## config.mk

```make
export PLATFORM = sky130hd
export DESIGN_NAME = pcf_forwarder
export DESIGN_NICKNAME = d
export VERILOG_FILES = /design/src/hdl/pcf_pkg.sv /design/src/hdl/pcf_forwarder.sv /design/src/hdl/pcf_addr_xlate.sv
export VERILOG_INCLUDE_DIRS = /design/src /design/src/hdl
export SDC_FILE = /design/constraint.sdc
export NUM_CORES = 1
export LEC_CHECK = 0
export ABC_AREA = 1
export BUFFER_PORTS_ARGS = -buffer_cell sky130_fd_sc_hd__buf_2
export CORE_AREA = 2 2 174 176
export CTS_CLUSTER_DIAMETER = 50
export CTS_CLUSTER_SIZE = 16
export DETAILED_ROUTE_END_ITERATION = 7
export DIE_AREA = 0 0 176 178
export GPL_ROUTABILITY_DRIVEN = 0
export PLACE_DENSITY_LB_ADDON = 0.1
export SYNTH_ARGS = -nofsm -noshare
export SYNTH_HDL_FRONTEND = slang
export SYNTH_SLANG_ARGS = --single-unit
```

## constraint.sdc

```tcl
create_clock -name clk_in -period 5 [get_ports clk_in]
set_clock_uncertainty 0.15 [all_clocks]
set_input_delay 0.5 -clock clk_in [delete_from_list [all_inputs] [get_ports clk_in]]
set_output_delay 0.5 -clock clk_in [all_outputs]
set_load 0.01 [all_outputs]
```

## src/hdl/pcf_defs.svh

```systemverilog
// Constants for the configuration-cycle forwarder.
`ifndef PCF_DEFS_SVH
`define PCF_DEFS_SVH
`define PCF_BRIDGE_DEV 5'h1e
`define PCF_FUNC_DEV 5'h1f
`define PCF_DEV30_ADBIT 14
`define PCF_DEV31_ADBIT 15
`define PCF_IDSEL_BASE 16
`define PCF_FUNC_COUNT 4'h8
`define PCF_REG_COUNT 9'h100
`define PCF_RESERVED_FUNC 3'h4
`define PCF_SEC_BUS_RST 8'h00
`define PCF_SUB_BUS_RST 8'h00
`define PCF_FUNC_DIS_RST 6'h00
`define PCF_OFF_STATUS 8'h04
`define PCF_OFF_BUSNUM 8'h18
`define PCF_OFF_DISABLE 8'h40
`define PCF_OFF_SCRATCH 8'h44
`define PCF_WORD_RST 32'h0
`define PCF_STS_RST 1'b0
`endif

```

## src/hdl/pcf_pkg.sv

```systemverilog
// Types for the configuration-cycle forwarder.
package pcf_pkg;
    typedef struct packed {
        logic write;
        logic type1;
        logic [7:0] bus;
        logic [4:0] dev;
        logic [2:0] func;
        logic [7:0] reg_off;
        logic [3:0] byte_en;
        logic [31:0] wdata;
    } pcf_req_type;

    typedef enum logic [1:0] {
        PCF_DEST_NONE = 2'b00,
        PCF_DEST_LOCAL = 2'b01,
        PCF_DEST_PCI0 = 2'b10,
        PCF_DEST_PCI1 = 2'b11
    } pcf_dest_type;

    typedef struct packed {
        logic write;
        logic type1;
        logic [31:0] addr;
        logic [3:0] byte_en;
        logic [31:0] wdata;
    } pcf_pci_type;
endpackage

```

## src/hdl/pcf_forwarder.sv

```systemverilog
// Configuration-cycle forwarder of the hub-to-PCI bridge.
//
// Behaviour
// RULE1: One-to-clear bits read back; writing 1 clears, writing 0 keeps.
// RULE2: Read-only writes and write-only reads do nothing; shared address splits.
// RULE3: Reset loads every register with its default value.
// RULE4: Functions 1-6 can each be disabled and then ignore all config access.
// RULE5: Device claims device 30 bridge and device 31 functions, function 4 reserved.
// RULE6: Up to 8 functions each with 256 byte registers.
// RULE7: Only configuration mechanism 1 is supported.
// RULE8: Non-zero bus compared with secondary and subordinate bus numbers.
// RULE9: Type 0 cycles from the hub link run on PCI, then reclaimed.
// RULE10: Type 0 for device 30 sets AD14, device 31 sets AD15.
// RULE11: Type 0 for other devices drives AD[31:11] zero.
// RULE12: Every generated PCI config access is one doubleword.
// RULE13: Bus matching attached PCI bus gives Type 0, converting Type 1.
// RULE14: Targets behind an external bridge get Type 1 on PCI.
// RULE15: Conversion sets only AD[16+device] for devices 0 to 15.
// RULE16: Conversion drives AD[15:11] zero.
// RULE17: Conversion passes AD[10:1] and forces AD0 zero.
// RULE18: Software preserves and masks reserved bits.
// RULE19: Software avoids writing reserved locations above offset 3Fh.
// RULE20: Conversion for devices 16 to 31 sets no upper address bit.
`timescale 1ns/10ps
`include "pcf_defs.svh"
module pcf_forwarder (
    // Clock and reset
    input wire logic clk_in,
    input wire logic nrst_in,
    // Upstream request, mechanism 1 already decoded by the host side
    input wire logic req_valid_in,
    input wire pcf_pkg::pcf_req_type req_in,
    // Static strap inputs from pins
    input wire logic [5:0] func_disable_in,
    // Local event that sets the one-to-clear status bit
    input wire logic status_event_in,
    // PCI side: single doubleword cycle request and completion
    output pcf_pkg::pcf_pci_type pci_out,
    output logic pci_start_out,
    input wire logic pci_done_in,
    input wire logic [31:0] pci_rdata_in,
    // Upstream completion
    output logic cpl_valid_out,
    output logic [31:0] cpl_rdata_out,
    output logic cpl_claimed_out,
    // Bridge bus numbers for observation
    output logic [7:0] sec_bus_out,
    output logic [7:0] sub_bus_out
);
    // ==========================================================
    // Register offsets within the bridge function
    localparam logic [7:0] OFF_STATUS = `PCF_OFF_STATUS;
    localparam logic [7:0] OFF_BUSNUM = `PCF_OFF_BUSNUM;
    localparam logic [7:0] OFF_DISABLE = `PCF_OFF_DISABLE;
    localparam logic [7:0] OFF_SCRATCH = `PCF_OFF_SCRATCH;

    typedef enum logic [1:0] {
        ST_IDLE = 2'b00,
        ST_PCI = 2'b01,
        ST_DONE = 2'b10
    } pcf_state_type;

    // ==========================================================
    // Pin synchronisers
    logic [5:0] dis_meta_q;
    logic [5:0] dis_sync_q;
    always_ff @(posedge clk_in or negedge nrst_in) begin
        if (!nrst_in) begin
            dis_meta_q <= 6'h00;
            dis_sync_q <= 6'h00;
        end else begin
            dis_meta_q <= func_disable_in;
            dis_sync_q <= dis_meta_q;
        end
    end

    // ==========================================================
    // Registers
    logic [7:0] sec_bus_q;
    logic [7:0] sub_bus_q;
    logic [5:0] func_dis_q;
    logic err_sts_q;
    logic [31:0] scratch_q;
    logic [31:0] wr_only_q;
    pcf_state_type state_q;
    pcf_pkg::pcf_req_type req_q;
    pcf_pkg::pcf_dest_type dest_q;

    pcf_pkg::pcf_dest_type dest_w;
    pcf_pkg::pcf_pci_type pci_w;

    pcf_addr_xlate u_xlate (
        .req_in(req_q),
        .sec_bus_in(sec_bus_q),
        .sub_bus_in(sub_bus_q),
        .dest_out(dest_w),
        .pci_out(pci_w)
    );

    // Function present: bridge fn0, device 31 fns 0-3,5,6 unless disabled.
    function automatic logic func_present(input logic [4:0] dev, input logic [2:0] fn,
                                          input logic [5:0] dis);
        logic p;
        p = 1'b0;
        if (dev == `PCF_BRIDGE_DEV) begin
            p = (fn == 3'h0); // RULE5
        end else if (dev == `PCF_FUNC_DEV) begin
            if (fn == 3'h0) begin
                p = 1'b1;
            end else if (fn == `PCF_RESERVED_FUNC || fn == 3'h7) begin
                p = 1'b0; // RULE5
            end else begin
                p = !dis[fn - 3'h1]; // RULE4
            end
        end
        return p;
    endfunction

    logic is_local_w;
    logic is_bridge_w;
    logic reg_wr_w;
    assign is_local_w = func_present(req_q.dev, req_q.func, func_dis_q | dis_sync_q);
    assign is_bridge_w = (req_q.dev == `PCF_BRIDGE_DEV) && (req_q.func == 3'h0);
    assign reg_wr_w = (state_q == ST_PCI) && pci_done_in && dest_q == pcf_pkg::PCF_DEST_LOCAL
                      && is_bridge_w && req_q.write;

    // ==========================================================
    // Cycle sequencer
    always_ff @(posedge clk_in or negedge nrst_in) begin
        if (!nrst_in) begin
            state_q <= ST_IDLE;
            req_q <= '0;
            dest_q <= pcf_pkg::PCF_DEST_NONE;
            pci_start_out <= 1'b0;
            pci_out <= '0;
        end else begin
            pci_start_out <= 1'b0;
            case (state_q)
                ST_IDLE: begin
                    if (req_valid_in) begin
                        req_q <= req_in; // RULE7
                        state_q <= ST_DONE;
                    end
                end
                ST_DONE: begin
                    // Translation settled from the latched request.
                    dest_q <= dest_w;
                    pci_out <= pci_w; // RULE12
                    pci_start_out <= (dest_w != pcf_pkg::PCF_DEST_NONE);
                    state_q <= (dest_w != pcf_pkg::PCF_DEST_NONE) ? ST_PCI : ST_IDLE;
                end
                ST_PCI: begin
                    if (pci_done_in) begin
                        state_q <= ST_IDLE;
                    end
                end
                default: state_q <= ST_IDLE;
            endcase
        end
    end

    // ==========================================================
    // Completion and local read mux
    function automatic logic [31:0] local_read(input logic [7:0] off, input logic [7:0] sb,
                                               input logic [7:0] ub, input logic [5:0] fd,
                                               input logic es, input logic [31:0] sc);
        logic [31:0] r;
        r = 32'h0;
        case (off)
            OFF_STATUS: r = {es, 31'h0};
            OFF_BUSNUM: r = {8'h00, ub, sb, 8'h00};
            OFF_DISABLE: r = {26'h0, fd};
            // Read reaches the scratch word, write reaches the write-only word.
            OFF_SCRATCH: r = sc; // RULE2
            default: r = 32'h0;
        endcase
        return r;
    endfunction

    always_ff @(posedge clk_in or negedge nrst_in) begin
        if (!nrst_in) begin
            cpl_valid_out <= 1'b0;
            cpl_rdata_out <= 32'h0;
            cpl_claimed_out <= 1'b0;
        end else begin
            cpl_valid_out <= 1'b0;
            if ((state_q == ST_DONE && dest_w == pcf_pkg::PCF_DEST_NONE) ||
                (state_q == ST_PCI && pci_done_in)) begin
                cpl_valid_out <= 1'b1;
                cpl_claimed_out <= 1'b0;
                cpl_rdata_out <= 32'hffff_ffff;
                if (state_q == ST_PCI && dest_q != pcf_pkg::PCF_DEST_LOCAL) begin
                    cpl_claimed_out <= 1'b1;
                    cpl_rdata_out <= req_q.write ? 32'h0 : pci_rdata_in;
                end else if (state_q == ST_PCI && is_local_w) begin
                    // Reclaimed locally; absent functions read all ones.
                    cpl_claimed_out <= 1'b1; // RULE9 RULE4
                    cpl_rdata_out <= (req_q.write || !is_bridge_w) ? 32'h0 :
                        local_read({req_q.reg_off[7:2], 2'b00}, sec_bus_q, sub_bus_q,
                                   func_dis_q, err_sts_q, scratch_q);
                end
            end
        end
    end

    // ==========================================================
    // Bridge configuration registers
    always_ff @(posedge clk_in or negedge nrst_in) begin
        if (!nrst_in) begin
            sec_bus_q <= `PCF_SEC_BUS_RST; // RULE3
            sub_bus_q <= `PCF_SUB_BUS_RST; // RULE3
            func_dis_q <= `PCF_FUNC_DIS_RST; // RULE3
            wr_only_q <= `PCF_WORD_RST; // RULE3
        end else if (reg_wr_w) begin
            case ({req_q.reg_off[7:2], 2'b00})
                OFF_BUSNUM: begin
                    if (req_q.byte_en[1]) sec_bus_q <= req_q.wdata[15:8];
                    if (req_q.byte_en[2]) sub_bus_q <= req_q.wdata[23:16];
                end
                OFF_DISABLE: begin
                    if (req_q.byte_en[0]) func_dis_q <= req_q.wdata[5:0];
                end
                OFF_SCRATCH: wr_only_q <= req_q.wdata; // RULE2
                default: ;
            endcase
        end
    end

    // Scratch word takes the last write-only value with its 16-bit halves swapped, one cycle later.
    always_ff @(posedge clk_in or negedge nrst_in) begin
        if (!nrst_in) begin
            scratch_q <= `PCF_WORD_RST; // RULE3
        end else begin
            scratch_q <= {wr_only_q[15:0], wr_only_q[31:16]};
        end
    end

    // One-to-clear status; a new event wins over a same-cycle clear.
    always_ff @(posedge clk_in or negedge nrst_in) begin
        if (!nrst_in) begin
            err_sts_q <= `PCF_STS_RST; // RULE3
        end else if (status_event_in) begin
            err_sts_q <= 1'b1;
        end else if (reg_wr_w && {req_q.reg_off[7:2], 2'b00} == OFF_STATUS &&
                     req_q.byte_en[3] && req_q.wdata[31]) begin
            err_sts_q <= 1'b0; // RULE1
        end
    end

    always_ff @(posedge clk_in or negedge nrst_in) begin
        if (!nrst_in) begin
            sec_bus_out <= `PCF_SEC_BUS_RST;
            sub_bus_out <= `PCF_SUB_BUS_RST;
        end else begin
            sec_bus_out <= sec_bus_q;
            sub_bus_out <= sub_bus_q;
        end
    end

    // ==========================================================
    // Checks
    status_clear_a: assert property (@(posedge clk_in) disable iff (!nrst_in) // RULE1
        (reg_wr_w && {req_q.reg_off[7:2], 2'b00} == OFF_STATUS && req_q.byte_en[3]
         && !req_q.wdata[31] && err_sts_q) |=> err_sts_q)
        else $error("status bit cleared by a zero write");
    type0_dev30_a: assert property (@(posedge clk_in) disable iff (!nrst_in) // RULE10
        (pci_start_out && !pci_out.type1 && dest_q == pcf_pkg::PCF_DEST_LOCAL
         && req_q.dev == `PCF_BRIDGE_DEV) |-> pci_out.addr[31:11] == 21'h000008)
        else $error("device 30 idsel wrong");
    type0_other_a: assert property (@(posedge clk_in) disable iff (!nrst_in) // RULE11
        (pci_start_out && dest_q == pcf_pkg::PCF_DEST_LOCAL && req_q.dev < 5'h1e)
        |-> pci_out.addr[31:11] == 21'h0)
        else $error("type 0 upper bits not zero");
    conv_onehot_a: assert property (@(posedge clk_in) disable iff (!nrst_in) // RULE15
        (pci_start_out && dest_q == pcf_pkg::PCF_DEST_PCI0 && !req_q.dev[4])
        |-> $onehot(pci_out.addr[31:16]))
        else $error("conversion idsel not one-hot");
    conv_low_a: assert property (@(posedge clk_in) disable iff (!nrst_in) // RULE16
        (pci_start_out && dest_q == pcf_pkg::PCF_DEST_PCI0)
        |-> pci_out.addr[15:11] == 5'h0 && pci_out.addr[0] == 1'b0)
        else $error("conversion low bits wrong");
    conv_high_a: assert property (@(posedge clk_in) disable iff (!nrst_in) // RULE20
        (pci_start_out && dest_q == pcf_pkg::PCF_DEST_PCI0 && req_q.dev[4])
        |-> pci_out.addr[31:16] == 16'h0)
        else $error("high device selected a target");
    type1_range_a: assert property (@(posedge clk_in) disable iff (!nrst_in) // RULE14
        (pci_start_out && pci_out.type1) |-> req_q.bus > sec_bus_q && req_q.bus <= sub_bus_q)
        else $error("type 1 outside bus range");
    disabled_quiet_a: assert property (@(posedge clk_in) disable iff (!nrst_in) // RULE4
        (state_q == ST_PCI && pci_done_in && dest_q == pcf_pkg::PCF_DEST_LOCAL
         && req_q.dev == `PCF_FUNC_DEV && req_q.func == 3'h1 && (func_dis_q[0] || dis_sync_q[0]))
        |=> cpl_valid_out && !cpl_claimed_out)
        else $error("disabled function answered");
    type0_dev31_a: assert property (@(posedge clk_in) disable iff (!nrst_in) // RULE10
        (pci_start_out && !pci_out.type1 && dest_q == pcf_pkg::PCF_DEST_LOCAL
         && req_q.dev == `PCF_FUNC_DEV) |-> pci_out.addr[31:11] == 21'h000010)
        else $error("device 31 idsel wrong");
    type1_format_a: assert property (@(posedge clk_in) disable iff (!nrst_in) // RULE14
        (pci_start_out && pci_out.type1) |-> pci_out.addr[1:0] == 2'b01)
        else $error("type 1 address format wrong");
    start_single_a: assert property (@(posedge clk_in) disable iff (!nrst_in) // RULE12
        pci_start_out |=> !pci_start_out)
        else $error("back to back cycle starts");
endmodule

```

## src/hdl/pcf_addr_xlate.sv

```systemverilog
// Address translation of configuration cycles onto PCI address lines.
`timescale 1ns/10ps
`include "pcf_defs.svh"
module pcf_addr_xlate (
    // Request and bridge bus range
    input wire pcf_pkg::pcf_req_type req_in,
    input wire logic [7:0] sec_bus_in,
    input wire logic [7:0] sub_bus_in,
    // Result
    output pcf_pkg::pcf_dest_type dest_out,
    output pcf_pkg::pcf_pci_type pci_out
);
    logic [31:0] a;
    always_comb begin
        a = 32'h0;
        dest_out = pcf_pkg::PCF_DEST_NONE;
        if (!req_in.type1 || req_in.bus == 8'h00) begin
            // Type 0 is run on PCI then reclaimed locally.
            dest_out = pcf_pkg::PCF_DEST_LOCAL; // RULE9
            if (req_in.dev == `PCF_BRIDGE_DEV) begin
                a[`PCF_DEV30_ADBIT] = 1'b1; // RULE10
            end else if (req_in.dev == `PCF_FUNC_DEV) begin
                a[`PCF_DEV31_ADBIT] = 1'b1; // RULE10
            end
            // Other device numbers leave AD[31:11] at zero.
            a[10:8] = req_in.func; // RULE11
            a[7:2] = req_in.reg_off[7:2]; // RULE6
        end else if (req_in.bus == sec_bus_in) begin
            dest_out = pcf_pkg::PCF_DEST_PCI0; // RULE8 RULE13
            if (!req_in.dev[4]) begin
                a[`PCF_IDSEL_BASE + {28'h0, req_in.dev[3:0]}] = 1'b1; // RULE15
            end
            // Devices 16..31 select nothing; AD[15:11] stay zero.
            a[10:1] = {req_in.func, req_in.reg_off[7:2], 1'b0}; // RULE16 RULE17 RULE20
            a[0] = 1'b0; // RULE17
        end else if (req_in.bus > sec_bus_in && req_in.bus <= sub_bus_in) begin
            dest_out = pcf_pkg::PCF_DEST_PCI1; // RULE8 RULE14
            a = {8'h00, req_in.bus, req_in.dev, req_in.func, req_in.reg_off[7:2], 2'b01};
        end
        pci_out.write = req_in.write;
        pci_out.type1 = (dest_out == pcf_pkg::PCF_DEST_PCI1);
        pci_out.addr = a;
        pci_out.byte_en = req_in.byte_en; // RULE12
        pci_out.wdata = req_in.wdata;
    end
endmodule

```

After elaboration in Yosys (flattened, before gate mapping)
Index checks and enable logic that the tools add are counted.
W data, S select, Z words.
{"block": "classes", "add_sub_neg": 2, "multipliers": 0, "n_eq_ne": 16, "bitwise_logic": 1, "n_shift": 0, "magnitude_cmp": 5, "mux": 37, "div_mod_pow": 0, "n_reduce_logical": 32}
{"operator": "$mux W32", "n": 6}
{"operator": "$pmux W32 S4", "n": 1}
{"operator": "$ge A32 B1 Y1 const B", "n": 1}
{"operator": "$lt A32 B6 Y1 const B", "n": 1}
{"operator": "$mux W24", "n": 1}
{"operator": "$mux W1", "n": 16}
{"operator": "$mux W16", "n": 1}
{"operator": "$mux W2", "n": 7}
{"operator": "$logic_and A1 B1 Y1", "n": 13}
{"operator": "$eq A6 B5 Y1 const B", "n": 2}
{"operator": "$eq A5 B5 Y1 const B", "n": 2}
{"operator": "$mux W9", "n": 1}
{"operator": "$reduce_and A3 Y1", "n": 3}
{"operator": "$eq A8 B8 Y1", "n": 1}
{"operator": "$gt A8 B8 Y1", "n": 1}
{"operator": "$le A8 B8 Y1", "n": 1}
{"operator": "$logic_not A8 Y1", "n": 1}
{"operator": "$add A5 B4 Y6 const A", "n": 1}
{"operator": "$eq A3 B3 Y1 const B", "n": 2}
{"operator": "$eq A6 B1 Y1 const B", "n": 1}
{"operator": "$eq A6 B3 Y1 const B", "n": 1}
{"operator": "$or A6 B6 Y6", "n": 1}
{"operator": "$pmux W2 S3", "n": 1}
{"operator": "$reduce_and A2 Y1", "n": 3}
{"operator": "14 further kinds", "n": 24}
{"block": "word_totals", "mem_count": 0, "ramBits": 0, "word_cells": 122, "latchBits": 0, "mem_bits_ro": 0, "out_inout_bits": 121, "reg_bits": 286}

Longest topological paths before layout
Gate-level depths: netlist (run 1).
{"block": "logic_depth", "ltp_word": 11, "depth_mapped": 15, "mapped_depth_nobuf": 14}

Hierarchy
Synthesis (run 1) repeated with hierarchy kept, for this count alone.
{"block": "hier_totals", "cells_unflattened": 1458, "area_unflattened_um2": 12505.7}
{"module": "pcf_forwarder", "seq_area_each_um2": 7156.9, "instances": 1, "cells_per_inst": 1245, "area_per_inst_um2": 11273.3}
{"module": "pcf_addr_xlate", "seq_area_each_um2": 0.0, "instances": 1, "cells_per_inst": 213, "area_per_inst_um2": 1232.4}

Worst setup path before layout (run 1)
OpenSTA, ideal clock, no wires.
{"block": "synth_timing", "kind": "register to register", "startpoint": "register req_q[44] (netlist name)", "endpoint": "register cpl_rdata_out[2]", "arrival_time_ns": 1.888, "stages_incl_launch_ff": 16, "required_time_ns": 4.733, "setup_slack_ns": 2.845, "cell_sequence": "dfrtp_1 -> inv_1 -> ha_1 -> ha_1 -> nor2_1 -> nand3_1 -> nand2_1 -> inv_1 -> nand2_1 -> nand2_1 -> clkbuf_1 -> nand3_1 -> nand2_1 -> nand2_1 -> nand2_1 -> nand2_1"}
{"block": "synth_via", "elab_chain_cells": 11, "word_cells_on_any_way": 19, "classes_between": "add/sub: 1; eq/ne: 2; mux: 9; reduce/logical: 7"}
{"element": "start: declaration", "line_no": "pcf_forwarder.sv:86", "rtl": "pcf_pkg::pcf_req_type req_q;"}
{"element": "start signal: assignment", "line_no": "pcf_forwarder.sv:141", "rtl": "req_q <= req_in;"}
{"element": "$sub A3 B1 Y3", "line_no": "pcf_forwarder.sv:113", "rtl": "p = !dis[fn - 3'h1];"}
{"element": "$bmux W1 S3", "line_no": "pcf_forwarder.sv:113"}
{"element": "$mux W1 (not written as such)", "line_no": "pcf_forwarder.sv:113"}
{"element": "$logic_not A1 Y1", "line_no": "pcf_forwarder.sv:113"}
{"element": "$mux W1", "line_no": "pcf_forwarder.sv:110", "rtl": "end else if (fn == `PCF_RESERVED_FUNC || fn == 3'h7) begin"}
{"element": "$mux W1", "line_no": "pcf_forwarder.sv:108", "rtl": "if (fn == 3'h0) begin"}
{"element": "$mux W1", "line_no": "pcf_forwarder.sv:107", "rtl": "end else if (dev == `PCF_FUNC_DEV) begin"}
{"element": "$mux W1", "line_no": "pcf_forwarder.sv:105", "rtl": "if (dev == `PCF_BRIDGE_DEV) begin"}
{"element": "$logic_and A1 B1 Y1", "line_no": "pcf_forwarder.sv:195", "rtl": "end else if (state_q == ST_PCI && is_local_w) begin"}
{"element": "$mux W32 *", "line_no": "pcf_forwarder.sv:195"}
{"element": "$mux W32 *", "line_no": "pcf_forwarder.sv:192", "rtl": "if (state_q == ST_PCI && dest_q != pcf_pkg::PCF_DEST_LOCAL) begin"}
{"element": "end signal: assignment", "line_no": "pcf_forwarder.sv:194", "rtl": "cpl_rdata_out <= req_q.write ? 32'h0 : pci_rdata_in;"}
{"element": "end signal: assignment", "line_no": "pcf_forwarder.sv:198", "rtl": "cpl_rdata_out <= (req_q.write || !is_bridge_w) ? 32'h0 :"}
{"element": "end: declaration", "line_no": "pcf_forwarder.sv:44", "rtl": "output logic [31:0] cpl_rdata_out,"}
Mark *: on every way between the ends. The rest lies on a longest branch, timed or not. The select of a mux whose other input is x is not followed.
A chain may end at the register's enable or synchronous reset.

Final worst setup path (run 1)
{"block": "layout_timing", "startpoint": "register req_q[59] (netlist name)", "endpoint": "register cpl_rdata_out[4]"}
{"block": "layout_via", "elab_chain_cells": 8, "word_cells_on_any_way": 12, "classes_between": "order compare: 2; eq/ne: 1; mux: 3; reduce/logical: 6"}
{"element": "$gt A8 B8 Y1 / $le A8 B8 Y1 (equally long branches)", "line_no": "pcf_addr_xlate.sv:36", "rtl": "end else if (req_in.bus > sec_bus_in && req_in.bus <= sub_bus_in) begin"}
{"element": "$logic_and A1 B1 Y1", "line_no": "pcf_addr_xlate.sv:36"}
{"element": "$mux W2", "line_no": "pcf_addr_xlate.sv:36"}
{"element": "$mux W2", "line_no": "pcf_addr_xlate.sv:28", "rtl": "end else if (req_in.bus == sec_bus_in) begin"}
{"element": "$mux W2 *", "line_no": "pcf_addr_xlate.sv:17", "rtl": "if (!req_in.type1 || req_in.bus == 8'h00) begin"}
{"element": "$logic_not A2 Y1 *", "line_no": "pcf_forwarder.sv:187", "rtl": "if ((state_q == ST_DONE && dest_w == pcf_pkg::PCF_DEST_NONE) ||"}
{"element": "$logic_and A1 B1 Y1 *", "line_no": "pcf_forwarder.sv:187"}
{"element": "$logic_or A1 B1 Y1 *", "line_no": "pcf_forwarder.sv:187"}
Mark *: on every way between the ends. The rest lies on a longest branch, timed or not.

==> metrics.csv, run 1 <==
metric;value;unit
use_met1;30.5;%
totalWireLength;31.6;mm
dieArea;31300;µm²
die_height;178;µm
cts_root_buf;clkbuf_16;
fillers;2838;
cp.arrival;3.57;ns
ff2ff_setup_slack;1.77;ns
drc;0;
numCtsBuffers;30;
multi_input_area;3950;µm²
seq_area;7080;µm²
critPathMaxFanout;34;
area_growth;26.3;%
syn_avg_cell_area;8.85;µm²
top_usage_layer;met2;
max_freq;0.310;GHz
start_util;39.4;%
ys_types;26;
diodes;0;
grt.total_usage;20.3;%
leakagePower;7.51;nW
antenna_found_initial;0;
final_util;49.7;%
via_count;9463;
status;finished, final reports clean;
slew_violations;0;
synth_nets;1433;
drtPass1Iterations;6;
worst_setup_path_start_kind;register;
ys.flop_type;dfrtp_1;
grtUsageMet3;2.56;%
power_density;564;nW/µm²
yosys-top-cells-count;511 x nand2_1, 283 x dfrtp_1, 180 x o21ai_0;
ir_drop;0.327;mV
end_kind;register;
hold_class;input pin to register;
drive_gt1_share;18.5;%
cts_resized;0;
cts_tree;yes;
rsz0062_at_grt;false;
slew-limit-headroom;19.2;%
wl_per_cell;16.1;µm
worstMarginPinSlew;1.21;ns
drt_iter0_drc;765;
cts_setup_buffers;0;
grt_max_degree;107;
grt_overflow;0;
ant_nets;0;
synth_area;11600;µm²
synth_seq_area_share;61.2;%
synth-edff-count;0;
setup-tns-final;0;ns
rows;63;
die_w;176;µm
synth_cells;1308;
hpwl;22.1;mm
timing.final.crit_share;64.6;%
cts_sinks;283;
hold_viol_final;0;
setup_viol;0;
htreeDepth;1;
fin_nets;1684;
ys_async_sr_fraction;100;%
grt_pass1_wl;50.4;mm
clk_path_buf_depth;3;
synthTopCellsByArea;dfrtp_1 61%, nand2_1 17%, o21ai_0 7.8%;
clkLatencyLatePin;0.56;ns
maxCapViolCount;0;
cts.clk_slew.worst_paths;0.07;ns
core_area;29400;µm²
met2_usage;31.3;%
cp.required;5.34;ns
period_needed;3.23;ns
synth_top_cell_area_share;61.2;%
grt_pass1_vias;9083;
viasPerCell;4.80;
cts_hold_buffers;52;
yosys_warnings;0;
synth_area_leader_cell;dfrtp_1;
synth_most_common_cell;nand2_1;
ys_ff_latch;283;
port_buffers;222;
io_pins;226;
setup.worst_path.class;register to register;
## worst paths after layout
check,from,endpoint,depth (start not counted)
worst min register to register,dis_meta_q[2],dis_sync_q[2],0
min in group asynchronous,nrst_in,cpl_valid_out,2
worst max-delay path,req_q[59],cpl_rdata_out[4],13
worst max register to register,req_q[59],cpl_rdata_out[4],13
max in group asynchronous,nrst_in,pci_out[11],3
worst min-delay path,req_in[11],req_q[11],3
## per-stage QoR
stage	hold slack, ns	setup slack (ns)	power, mW	cells	area, µm²
finish	0.0109	1.77	8.24	1970	14600
global route	0.00103	1.41	8.88	1970	14600
CTS	0.000825	1.80	8.34	1970	14600
detailed placement	0.186	1.81	5.90	1865	13000
global placement	0.184	1.87	5.84	1865	13000
floorplan	0.0544	2.85	4.89	1308	11600
## kinds of logic (layout without fill, tap and decap cells)
logic type | count (synthesis) | after routing | share of synthesized area (%)
and+or+nand+nor | 664 | 664 | 23.3
DFF | 283 | 283 | 61.2
AOI/OAI and AO/OA | 193 | 193 | 8.47
buffers and inverters | 147 | 419 | 4.86
adders and majority gates | 20 | 20 | 2.16
other | 1 | 1 | 0.0324
## layer usage
layer | up-vias | wire [µm]
met3 | 39 | 1430
met5 | - | 0
met1 | 4488 | 15400
met2 | 234 | 14200
li1 | 4702 | -
met4 | 0 | 582
## worst max-delay path, stage by stage, from the launching register on
cell and delay, ns:
dfrtp_1 0.46, ha_1 0.33, nand2_1 0.07, nor2_1 0.20
nand4_1 0.24, inv_1 0.44, a21oi_1 0.08, nand2_1 0.18
nand3_1 0.09, buf_4 0.27, nand2_1 0.10, buf_4 0.34
nand2_1 0.10, nand2_1 0.07
## layout by cell type, fill, tap and decap left out, types with 2 or more instances in the layout
master	instances
buf_4	10
buf_2	221
clkinv_8	2
bufinv_16	5
inv_1	78
clkinv_4	2
inv_2	2
ha_1	20
nor2_2	3
nand2_1	511
clkbuf_1	2
a21oi_1	8
dlygate4sd3_1	52
nor4_4	2
nand3_1	89
inv_6	6
clkinvlp_4	4
a21o_1	2
clkbuf_16	30
nand4_1	21
o21ai_0	180
nor2_1	34
dfrtp_1	283
## sequential cells by signal, indices dropped and copies added, names as in the netlist, 2 cells and up
name	cells
cpl_rdata_out	32
dest_q	2
dis_meta_q	6
dis_sync_q	6
func_dis_q	6
pci_out	69
req_q	60
scratch_q	32
sec_bus_out	8
sec_bus_q	8
state_q	2
sub_bus_out	8
sub_bus_q	8
wr_only_q	32
## final cells by class
cell class / instances / area share (%)
sequential: 283 / 48.5
tap: 390 / 3.34
multi-input combinational: 878 / 27.0
clock inverter: 20 / 1.97
timing repair buffer: 285 / 11.9
inverter: 81 / 2.08
clock buffer: 33 / 5.28
## power by group
group | internal (mW) | switching (mW)
clock | 1.39 | 0.978
sequential | 2.90 | 0.369
combinational | 0.858 | 1.74
No activity file was read; power rests on OpenSTA's default activity.
==> inputs of run 2 (changes only) <==
Clock period 5 ns to 3 ns, I/O delays scaled along.
==> run 2 against run 1 <==
  * Sequential power increased by 67%
  * Final cell count increased by 3.4%
  * Register-to-register slack got worse by 1.4 ns
  * Non-clock buffer count increased by 65
  * Hold slack improved by 0.19 ns
  * Design area increased by 4.2%
  * Highest routed layer unchanged
  * Clock power increased by 58%
  * Fmax increased by 24%
  * Power increased by 66%
==> metrics.csv, run 2 (synthesized netlist as in run 1, its figures left out) <==
metric;value;unit;change
status;finished, final reports clean;;unchanged
cts_sinks;283;;unchanged
hold_viol_final;0;;unchanged
numCtsBuffers;29;;was 30
slew-limit-headroom;56.8;%;was 19.2%
die_w;176;µm;unchanged
fillers;2828;;was 2,838
slew_violations;0;;unchanged
p_int;8.52;mW;was 5.16 mW
seqPwrFrac;39.9;%;was 39.7%
cts_setup_buffers;0;;unchanged
reg_top3;pci_out: 69 flops, req_q: 60 flops;;unchanged
leakagePower;7.78;nW;was 7.51 nW
setup.worst_path.class;register to register;;unchanged
routed-wl-met3;1.40;mm;was 1.43 mm
drt_iter0_drc;663;;was 765
critPathMaxFanout;34;;unchanged
rsz0062_at_grt;false;;unchanged
core_area;29400;µm²;unchanged
start_util;39.4;%;unchanged
cts_root_buf;clkbuf_16;;unchanged
clkPwrFrac;27.4;%;was 28.8%
worst_setup_path_start_kind;register;;unchanged
drt-met1-wl;15.7;mm;was 15.4 mm
diodes;0;;unchanged
timing.final.crit_share;86.6;%;was 64.6%
area_growth;31.5;%;was 26.3%
cp.required;3.33;ns;was 5.34 ns
drc;0;;unchanged
hp-start;dis_meta_q[4];;was req_in[11]
p_sw;5.19;mW;was 3.09 mW
clk_path_buf_depth;3;;unchanged
wl_met2;14.3;mm;was 14.2 mm
rows;63;;unchanged
largest_reg_flops;69;;unchanged
top_register;pci_out;;unchanged
max_freq;0.385;GHz;was 0.310 GHz
grt.total_usage;20.7;%;was 20.3%
worstMarginPinSlew;0.648;ns;was 1.21 ns
grt_max_degree;81;;was 107
ant_nets;0;;unchanged
final_cell_mix;511 x nand2_1, 283 x dfrtp_1, 221 x buf_2, 180 x o21ai_0, 101 x dlygate4sd3_1;;was 511 x nand2_1, 283 x dfrtp_1, 221 x buf_2, 180 x o21ai_0, 89 x nand3_1
wl_per_cell;15.8;µm;was 16.1 µm
totalWireLength;32.2;mm;was 31.6 mm
via_count;9624;;was 9,463
io_pins;226;;unchanged
dieArea;31300;µm²;unchanged
switching_share;37.8;%;was 37.4%
fin_nets;1748;;was 1,684
ir_drop;0.468;mV;was 0.327 mV
grt_overflow;0;;unchanged
cts_resized;0;;unchanged
grt_pass1_vias;9356;;was 9,083
cp.arrival;2.93;ns;was 3.57 ns
antenna_found_initial;0;;unchanged
combPwrFrac;32.8;%;was 31.5%
grt_pass1_wl;51.1;mm;was 50.4 mm
drive_gt1_share;19.0;%;was 18.5%
setup_viol;0;;unchanged
period_needed;2.60;ns;was 3.23 ns
die_height;178;µm;unchanged
hold_class;register to register;;was input pin to register
top_layer;met4;;unchanged
maxCapViolCount;0;;unchanged
cts.clk_slew.worst_paths;0.07;ns;about the same
final_common_cell;nand2_1;;unchanged
r2r-start;req_q[59];;unchanged
htreeDepth;1;;unchanged
port_buffers;222;;unchanged
hold_ws;0.202;ns;was 0.0109 ns
cts_tree;yes;;unchanged
setup-tns-final;0;ns;unchanged
end_kind;register;;unchanged
viasPerCell;4.73;;was 4.80
hpwl;22.3;mm;was 22.1 mm
clkLatencyLatePin;0.55;ns;was 0.56 ns
power_density;900;nW/µm²;was 564 nW/µm²
startpoint;req_q[59];;unchanged
drtPass1Iterations;5;;was 6
run 2: cell types whose count changed in the layout (fill, tap and decap cells not counted), sizes merged:
| cell | previous run | this run |
|---|---|---|
| clkinv | 6 | 8 |
| dlygate4sd3 | 52 | 101 |
| buf | 233 | 249 |
| bufinv | 5 | 2 |
| clkinvlp | 4 | 5 |
| clkbuf | 33 | 34 |
run 2: area by class of cell:
cell class | instances | area (µm²) | area share, %
repair buffers | 350 | 2380 | 15.7
flip-flops and latches | 283 | 7080 | 46.5
multi-input cells | 878 | 3950 | 25.9
clock inverters | 20 | 225 | 1.48
well taps | 390 | 488 | 3.21
inverters | 81 | 304 | 2.00
clock buffers | 34 | 795 | 5.22
run 2: metal layers:
layer | up-vias | GRT usage, %
li1 | 4824 | -
met1 | 4503 | 31.1
met2 | 247 | 31.6
met3 | 50 | 2.34
met4 | 0 | 5.92
met5 | - | 0
run 2: repair_timing:
action / 4_1_cts / 5_1_grt
endpoints found under the setup margin: 0 / 0
hold buffers: 101 / 0
endpoints found under the hold margin: 174 / 0
run 2: per-stage QoR:
| stage | power [mW] | instances | util (%) | area, µm² | worst slack, ns |
|---|---|---|---|---|---|
| 2_1_floorplan | 8.14 | 1308 | - | 11600 | 0.845 |
| 3_3_place_gp | 9.86 | 1881 | 44.9 | 13200 | 0.459 |
| 3_5_place_dp | 9.95 | 1881 | 44.9 | 13200 | 0.430 |
| 4_1_cts | 13.8 | 2036 | 51.8 | 15200 | 0.405 |
| 5_1_grt | 14.8 | 2036 | 51.8 | 15200 | 0.134 |
| 6_report | 13.7 | 2036 | 51.8 | 15200 | 0.401 |
run 2: worst paths after layout:
| kind | to | slack, ns | cells after the start |
|---|---|---|---|
| max | cpl_rdata_out[25] | 0.40 | 12 |
| min | dis_sync_q[4] | 0.20 | 0 |
| max reg2reg | cpl_rdata_out[25] | 0.40 | 12 |
| min reg2reg | dis_sync_q[4] | 0.20 | 0 |
| max in group asynchronous | req_q[18] | 1.73 | 3 |
| min in group asynchronous | cpl_rdata_out[29] | 0.21 | 2 |
run 2: power by group through the flow:
stage,Combinational (mW),Sequential (mW),Clock (mW)
5_1_grt,5.16,5.59,4.00
3_5_place_dp,4.42,5.53,0
3_3_place_gp,4.35,5.51,0
2_1_floorplan,2.50,5.65,0
4_1_cts,4.54,5.47,3.84
6_report,4.49,5.46,3.75
run 2: critical path: stages (launching register included):
cell	delay, ns
dfrtp_1	0.47
ha_1	0.33
nand2_1	0.07
nor2_1	0.18
nand4_1	0.23
inv_1	0.15
a21oi_1	0.05
nand2_1	0.16
nand3_1	0.12
nand2_1	0.08
buf_4	0.36
nand2_1	0.11
nand2_1	0.07
